==> config.mk <==
export PLATFORM = sky130hd
export DESIGN_NAME = apwr_ctrl
export DESIGN_NICKNAME = d
export VERILOG_FILES = /design/src/rtl/apwr_pkg.sv /design/src/rtl/apwr_ctrl.sv
export VERILOG_INCLUDE_DIRS = /design/src /design/src/rtl
export SDC_FILE = /design/constraint.sdc
export NUM_CORES = 1
export LEC_CHECK = 0
export ABC_AREA = 1
export BUFFER_PORTS_ARGS = -buffer_cell sky130_fd_sc_hd__buf_4
export CAP_MARGIN = 0
export CORE_ASPECT_RATIO = 0.5
export CORE_MARGIN = 4
export CORE_UTILIZATION = 44
export CTS_BUF_LIST = sky130_fd_sc_hd__clkbuf_16
export DETAILED_ROUTE_END_ITERATION = 10
export PLACE_DENSITY = 0.93
export SKIP_LAST_GASP = 1
export SLEW_MARGIN = 30
export SYNTH_ARGS = -nofsm -noshare
export SYNTH_HDL_FRONTEND = slang
export SYNTH_SLANG_ARGS = --single-unit
==> constraint.sdc <==
create_clock -name i_clock -period 1.7 [get_ports i_clock]
set_input_delay 0.34 -clock i_clock [delete_from_list [all_inputs] [get_ports i_clock]]
set_output_delay 0.34 -clock i_clock [all_outputs]
set_load 0.01 [all_outputs]
==> src/rtl/apwr_defs.svh <==
// register offsets, field positions and reset values for the adc power
// status and power option slice; assumes avalon-mm byte addressing
`ifndef APWR_DEFS_SVH
`define APWR_DEFS_SVH

// ----------------------------------------------------------------------
// addresses
// ----------------------------------------------------------------------
`define APWR_BASE_ADDR 32'h40021000
`define APWR_ADC_STATUS_OFS 32'h0000001c
`define APWR_OPTION_OFS 32'h00000020

// ----------------------------------------------------------------------
// status fields
// ----------------------------------------------------------------------
`define APWR_ST_CONV_BIT 0
`define APWR_ST_BANDGAP_BIT 1
`define APWR_ST_TEMPBUF_BIT 2
`define APWR_ST_BATDIV_BIT 3
`define APWR_ST_KEEPER_BIT 4
`define APWR_ST_REFBUF_BIT 5
`define APWR_ST_WIDTH 6
`define APWR_ST_RESET 6'h00

// ----------------------------------------------------------------------
// option fields
// ----------------------------------------------------------------------
`define APWR_OPT_ENMASK_BIT 0
`define APWR_OPT_COREFAST_BIT 1
`define APWR_OPT_MEMTIMER_BIT 2
`define APWR_OPT_WIDTH 3
`define APWR_OPT_RESET 3'h0

`define APWR_UNMAPPED_DATA 32'h00000000

`endif

==> src/rtl/apwr_pkg.sv <==
// types for the adc power status and power option slice
// assumes apwr_defs.svh supplies the field widths
`include "apwr_defs.svh"

package apwr_pkg;

  // ----------------------------------------------------------------------
  // register images
  // ----------------------------------------------------------------------
  typedef struct packed {
    logic reference_buffer_off_flag;
    logic reference_keeper_off_flag;
    logic battery_divider_off_flag;
    logic temp_sensor_buffer_off_flag;
    logic bandgap_off_flag;
    logic converter_off_flag;
  } apwr_status_t;

  typedef struct packed {
    logic mem_regulator_lowpower_with_timers;
    logic core_regulator_lowpower_with_fast_osc;
    logic adc_enable_mask;
  } apwr_option_t;

  // ----------------------------------------------------------------------
  // analog requests and sleep context
  // ----------------------------------------------------------------------
  typedef struct packed {
    logic deep_sleep;
    logic timers_running;
    logic fast_rc_oscillator;
    logic adc_enable;
    logic adc_idle;
  } apwr_context_t;

  typedef struct packed {
    logic mem_regulator_low_power_state;
    logic core_regulator_low_power_state;
    logic adc_power_down;
  } apwr_control_t;

  typedef enum logic [1:0] {
    APWR_IDLE,
    APWR_ANSWER
  } apwr_bus_state_t;

endpackage

==> src/rtl/apwr_ctrl.sv <==
// adc power status word and power option word behind an avalon-mm slave
// assumes analog power-down levels and sleep context come from other clock
// domains or pads, and that the bus master sits on i_clock
//
// Our own choice: the Avalon-MM interface to the registers.
`timescale 1ns/1ps
`include "apwr_defs.svh"

module apwr_ctrl (
  // clock and reset
  input wire logic i_clock,
  input wire logic i_rst,
  // avalon-mm slave
  input wire logic [31:0] i_address,
  input wire logic i_read,
  input wire logic i_write,
  input wire logic [31:0] i_writedata,
  input wire logic [3:0] i_byteenable,
  output logic [31:0] o_readdata,
  output logic o_waitrequest,
  output logic o_readdatavalid,
  // analog power-down levels from the adc chain
  input wire apwr_pkg::apwr_status_t i_analog_off,
  // sleep context
  input wire apwr_pkg::apwr_context_t i_context,
  // regulator and adc power controls
  output apwr_pkg::apwr_control_t o_control,
  output apwr_pkg::apwr_option_t o_option
);

  // ----------------------------------------------------------------------
  // input synchronisers
  // ----------------------------------------------------------------------
  apwr_pkg::apwr_status_t st_meta_r;
  apwr_pkg::apwr_status_t st_sync_r;
  apwr_pkg::apwr_context_t ctx_meta_r;
  apwr_pkg::apwr_context_t ctx_sync_r;

  always_ff @(posedge i_clock) begin
    if (i_rst) begin
      st_meta_r <= '0;
      st_sync_r <= '0;
      ctx_meta_r <= '0;
      ctx_sync_r <= '0;
    end else begin
      st_meta_r <= i_analog_off;
      st_sync_r <= st_meta_r;
      ctx_meta_r <= i_context;
      ctx_sync_r <= ctx_meta_r;
    end
  end

  // ----------------------------------------------------------------------
  // status word image
  // ----------------------------------------------------------------------
  logic [31:0] status_word;

  always_comb begin
    status_word = 32'h00000000;
    status_word[`APWR_ST_CONV_BIT] = st_sync_r.converter_off_flag;
    status_word[`APWR_ST_BANDGAP_BIT] = st_sync_r.bandgap_off_flag;
    status_word[`APWR_ST_TEMPBUF_BIT] = st_sync_r.temp_sensor_buffer_off_flag;
    status_word[`APWR_ST_BATDIV_BIT] = st_sync_r.battery_divider_off_flag;
    status_word[`APWR_ST_KEEPER_BIT] = st_sync_r.reference_keeper_off_flag;
    status_word[`APWR_ST_REFBUF_BIT] = st_sync_r.reference_buffer_off_flag;
  end

  // ----------------------------------------------------------------------
  // bus slave: one wait cycle, answer on the second edge
  // ----------------------------------------------------------------------
  apwr_pkg::apwr_bus_state_t state_r;
  apwr_pkg::apwr_bus_state_t state_nxt;
  apwr_pkg::apwr_option_t option_r;
  apwr_pkg::apwr_option_t option_nxt;
  logic [31:0] rdata_r;
  logic [31:0] rdata_nxt;
  logic rvalid_r;
  logic rvalid_nxt;
  logic hit_status;
  logic hit_option;
  logic [31:0] read_mux;

  always_comb begin
    hit_status = 1'b0;
    hit_option = 1'b0;
    if (i_address == (`APWR_BASE_ADDR + `APWR_OPTION_OFS)) begin
      hit_option = 1'b1;
    end else if (i_address == (`APWR_BASE_ADDR + `APWR_ADC_STATUS_OFS)) begin
      hit_status = 1'b1;
    end
  end

  always_comb begin
    read_mux = `APWR_UNMAPPED_DATA;
    if (hit_option) begin
      read_mux = {29'h0, option_r};
    end else if (hit_status) begin
      read_mux = status_word;
    end
  end

  always_comb begin
    state_nxt = state_r;
    option_nxt = option_r;
    rdata_nxt = rdata_r;
    rvalid_nxt = 1'b0;
    case (state_r)
      apwr_pkg::APWR_IDLE: begin
        if (i_read || i_write) begin
          state_nxt = apwr_pkg::APWR_ANSWER;
        end
        // capture read data so it stands from a flop in the answer cycle
        if (i_read) begin
          rdata_nxt = read_mux;
        end
      end
      apwr_pkg::APWR_ANSWER: begin
        state_nxt = apwr_pkg::APWR_IDLE;
        if (i_read) begin
          rvalid_nxt = 1'b1;
        end else if (i_write && hit_option && i_byteenable[0]) begin
          option_nxt = i_writedata[`APWR_OPT_WIDTH-1:0];
        end
      end
      default: begin
        state_nxt = apwr_pkg::APWR_IDLE;
      end
    endcase
  end

  always_ff @(posedge i_clock) begin
    if (i_rst) begin
      state_r <= apwr_pkg::APWR_IDLE;
      option_r <= `APWR_OPT_RESET;
      rdata_r <= 32'h00000000;
      rvalid_r <= 1'b0;
    end else begin
      state_r <= state_nxt;
      option_r <= option_nxt;
      rdata_r <= rdata_nxt;
      rvalid_r <= rvalid_nxt;
    end
  end

  // read data registered in the wait cycle, standing at the accepting edge
  assign o_waitrequest = !(state_r == apwr_pkg::APWR_ANSWER);
  assign o_readdata = rdata_r;
  assign o_readdatavalid = rvalid_r;
  assign o_option = option_r;

  // ----------------------------------------------------------------------
  // power decisions
  // ----------------------------------------------------------------------
  apwr_pkg::apwr_control_t ctl_r;
  apwr_pkg::apwr_control_t ctl_nxt;

  always_comb begin
    ctl_nxt = '0;
    ctl_nxt.adc_power_down = ctx_sync_r.adc_idle &&
      (option_r.adc_enable_mask || !ctx_sync_r.adc_enable);
    ctl_nxt.mem_regulator_low_power_state = ctx_sync_r.deep_sleep &&
      (!ctx_sync_r.timers_running ||
       option_r.mem_regulator_lowpower_with_timers);
    ctl_nxt.core_regulator_low_power_state = ctx_sync_r.deep_sleep &&
      (!ctx_sync_r.fast_rc_oscillator ||
       option_r.core_regulator_lowpower_with_fast_osc);
  end

  always_ff @(posedge i_clock) begin
    if (i_rst) begin
      ctl_r <= '0;
    end else begin
      ctl_r <= ctl_nxt;
    end
  end

  assign o_control = ctl_r;

endmodule // apwr_ctrl

After elaboration in Yosys (flattened, before gate mapping)
Index checks and enable logic that the tools add are counted.
Widths: inputs -> output; s select.
{ "op_classes": {"n_bitwise": 3, "mul": 0, "shifts": 0, "div_mod_pow": 0, "n_eq_ne": 2, "muxes": 6, "addsub": 0, "reduce_logical": 18, "order_cmp": 0} }
{ "ops": {"columns": ["operator", "n"], "rows": [
  ["$eq 32x31->1 const B", 2],
  ["$mux 6", 2],
  ["$logic_and 1x1->1", 5],
  ["$logic_not 1->1", 4],
  ["$logic_or 1x1->1", 4],
  ["$mux 1", 4],
  ["$reduce_or 2->1", 2],
  ["$not 1->1", 3],
  ["$reduce_and 3->1", 1],
  ["$logic_not 2->1", 1],
  ["$reduce_and 2->1", 1]
]} }
{ "word_totals": {"regBits": 62, "rom_bits": 0, "in_bits": 83, "elab_cells": 60, "latch_bits": 0, "mem_bits_rw": 0, "output_inout_bits": 40, "mem_count": 0} }

Depth between registers and ports, before layout
{ "depth": {"ltp_word": 5, "ltp_mapped": 9, "depth_no_buf": 9} }

Worst setup path before layout
OpenSTA, ideal clock, no wires.
{ "synth_path": {"kind": "input to register", "from": "in i_address[16]", "to": "reg rdata_r[3] (netlist: o_readdata[3])", "path_slack_ns": 0.548, "t_arrival_ns": 1.086, "setup_time_ns": 0.066, "stages": 8, "cell_sequence": "inv_1 -> nand2_1 -> nor2_2 -> nand2_2 -> nor2_8 -> and2_4 -> nand2_2 -> a21oi_2"} }
{ "synth_between": {"elab_chain_cells": 5, "elab_cells_between_ends": 7, "classes_between": "2 x eq/ne; 5 x mux"} }
{ "synth_lines": {"columns": ["item", "line", "rtl"], "rows": [
  ["start: declaration", "apwr_ctrl.sv:14", "input wire logic [31:0] i_address,"],
  ["$eq 32x31->1", "apwr_ctrl.sv:88", "end else if (i_address == (`APWR_BASE_ADDR + `APWR_ADC_STATUS_OFS)) begin"],
  ["$mux 1", "apwr_ctrl.sv:88", null],
  ["$mux 1", "apwr_ctrl.sv:86", "if (i_address == (`APWR_BASE_ADDR + `APWR_OPTION_OFS)) begin"],
  ["$mux 6", "apwr_ctrl.sv:97", "end else if (hit_status) begin"],
  ["$mux 6 *", "apwr_ctrl.sv:95", "if (hit_option) begin"],
  ["end signal: assignment", "apwr_ctrl.sv:140", "rdata_r <= rdata_nxt;"],
  ["end: declaration", "apwr_ctrl.sv:75", "logic [31:0] rdata_r;"]
]} }
Every way passes the cells marked *; elsewhere a longest branch is shown, timed or not.
A chain may end at the register's enable or synchronous reset.

Worst setup path after layout
{ "layout_path": {"from": "reg state_r[0]", "to": "out o_waitrequest"} }
{ "layout_between": {"elab_chain_cells": 1} }
{ "layout_lines": {"columns": ["item", "line", "rtl"], "rows": [
  ["start: declaration", "apwr_ctrl.sv:71", "apwr_pkg::apwr_bus_state_t state_r;"],
  ["start signal: assignment", "apwr_ctrl.sv:133", "state_r <= apwr_pkg::APWR_IDLE;"],
  ["start signal: assignment", "apwr_ctrl.sv:138", "state_r <= state_nxt;"],
  ["$logic_not 1->1", "apwr_ctrl.sv:146", "assign o_waitrequest = !(state_r == apwr_pkg::APWR_ANSWER);"],
  ["end: declaration", "apwr_ctrl.sv:20", "output logic o_waitrequest,"]
]} }
Every way passes these cells.

==> metrics.md <==
| Metric | Value |
|---|---|
| Commonest cells in the synthesized netlist | `nor2_1, inv_1, dfxtp_1` |
| Layout cells sized above 1 | `0.300` |
| # IOs | `123` |
| Arr. time, crit path | `910 ps` |
| Vias post-DR | `1,601` |
| Die area | `5150 um^2` |
| Clock skew | `4.73 ps` |
| R2r worst-path depth | `5` |
| Starting Density | `0.485` |
| Hold Crit Depth | `3` |
| Clock Path Buffers | `2` |
| First-pass DRT Iterations | `4` |
| CORE AREA | `3640 um^2` |
| Top post-synthesis cells by area | `dfxtp_1, nor2_1, buf_4` |
| Area grow syn2layout | `34.1%` |
| Synth Register Bits | `36` |
| Post-Route WL | `4110 um` |
| Clock sinks | `36` |
| Crit Path Max Fanout | `4` |
| Antenna diodes | `0` |
| Cell Area, Synth | `1770 um^2` |
| Critical path data required time | `1360 ps` |
| Antenna Violating Nets Remaining | `0` |
| Kind of critical path | `register to output port` |
| 1st-iter DRT viols | `94` |
| Count leader, synth | `nor2_1` |
| Worst setup SP type | `register` |
| Sequential share of the synthesized area | `0.408` |
| Average wire per standard cell | `11.0 um` |
| Fillers | `308` |
| Mean post-synth cell area | `6.92 um^2` |
| Root Driver | `clkbuf_16` |
| P_leak | `1.29 nW` |
| Yosys cell types | `22` |
| Global Route Usage Sum | `0.157` |
| Final Critical Period | `1250 ps` |
| Period utilization | `0.734` |
| Hold_buf cts | `0` |
| Post-CTS sizing | `0` |
| Antenna violations before repair | `0` |
| Die Wd | `97.6 um` |
| Result of the run | `finished, final reports clean` |
| Synth area leader | `dfxtp_1` |
| HP Class | `input pin to register` |
| PD cells | `923 nW/um^2` |
| Maximum VDD drop | `698 uV` |
| Largest net degree at the start of global routing | `29` |
| Clk_lat worst skew | `280 ps` |
| Row count | `15` |
| Gpl congestion | `0.873` |
| Max Slew Vio Count | `0` |
| Worst setup EP type | `output port` |
| Port bufs | `64` |
| H-tree Lvls | `2` |
| Nets | `405` |
| Routed vias/inst | `4.28` |
| Achievable Freq | `0.802 GHz` |
| Gate count of the mapped netlist | `255` |
| RSZ-0062 raised after global routing | `false` |
| Final Hold Viols | `0` |
| Ys flop type | `dfxtp_1` |
| DR DRC count | `0` |
| Placed Cells | `366` |
| Sequential Area | `721 um^2` |
| Area of the multi-input gates | `713 um^2` |
| MaxCap Viol Count | `0` |
| Number of buffers created by CTS | `5` |
| Post-DP HPWL | `3270 um` |
| Number of flops mapped to enable cells by yosys | `0` |
| Post-Layout Cell Count | `374` |
| Setup TNS | `0 ps` |
| Endpoints failing setup | `0` |
| Synth top area share | `0.408` |
| Setup Buffers After CTS | `0` |
| Post-synth ARST share | `0` |
| Vias in the first global route | `1,540` |
| CTS tree | `done` |
| CTS clk-pin slew, worst paths | `50 ps` |
| Total grt overflow | `0` |
| Die height | `52.8 um` |
| Syn. warnings | `0` |
| First-pass GRT wire length | `6440 um` |
==> state kept, by name (all words and copies together), names as in the netlist <==
register and count:
ctx_meta_r 5, ctx_sync_r 5, o_control 3, o_option 3, o_readdata 6, o_readdatavalid 1, st_meta_r 6, st_sync_r 6
state_r 1
==> power breakdown <==
| group | internal (mW) | switching (mW) | total, mW |
|---|---|---|---|
| clock network | 0.687 | 0.331 | 1.02 |
| logic | 0.129 | 0.139 | 0.267 |
| registers | 0.883 | 0.0158 | 0.899 |
| total | 1.70 | 0.485 | 2.18 |
==> metrics by stage <==
step                      power (mW)  hold slack [ps]   util  cell area, um^2  setup slack, ps
after floorplan                 1.09              385      -             1860              548
after global placement          1.17              390  0.604             2200              353
after detailed placement        1.18              395  0.604             2200              280
after CTS                       2.19              262  0.650             2370              478
after global routing            2.26              265  0.650             2370              422
final                           2.18              262  0.650             2370              453
==> cells by family after synthesis <==
family | after synthesis | share of synthesized area
flip-flops | 36 | 0.408
other | 1 | 0.00212
AND/OR/NAND/NOR | 122 | 0.317
AO/OA/AOI/OAI | 9 | 0.0319
buffers and inverters | 87 | 0.241
==> routing by layer <==
layer | GRT usage | wire length, um
met5 | 0 | 0
met4 | 0.0851 | 99
met3 | 0.0385 | 310
met2 | 0.319 | 2120
met1 | 0.152 | 1580
==> final cells by class <==
class | count | area share
flip-flops and latches | 36 | 0.304
well taps | 51 | 0.0270
repair buffers | 65 | 0.206
clock buffers | 5 | 0.0529
clock inverters | 3 | 0.0180
inverters | 57 | 0.0904
multi-input cells | 157 | 0.301
==> path summary, 6_finish.rpt <==
check / from / endpoint / slack (ps)
max: state_r[0] / o_waitrequest / 450
min: i_context[4] / ctx_meta_r[4] / 260
max reg2reg: state_r[0] / o_option[0] / 650
min reg2reg: st_meta_r[3] / st_sync_r[3] / 400
==> worst max-delay path, stage by stage, from the launching register on <==
cell and delay (ps):
dfxtp_1 400, inv_1 90, buf_4 150
==> cell usage in the layout (no fill, tap or decap), types with 2 or more instances in the layout <==
| cell | synthesis | final |
|---|---|---|
| a21oi_1 | 3 | 3 |
| a21oi_2 | 3 | 3 |
| buf_4 | 26 | 65 |
| clkbuf_16 | 0 | 5 |
| conb_1 | 1 | 26 |
| dfxtp_1 | 36 | 36 |
| inv_1 | 51 | 51 |
| inv_2 | 6 | 6 |
| nand2_1 | 27 | 27 |
| nand2_2 | 6 | 6 |
| nand3_1 | 18 | 18 |
| nand4_1 | 2 | 2 |
| nor2_1 | 57 | 57 |
| nor2_2 | 4 | 4 |
| nor2_4 | 2 | 2 |
| nor3_1 | 2 | 2 |
| o21ai_1 | 3 | 3 |
Note: power is estimated with default switching activity, not from simulation.
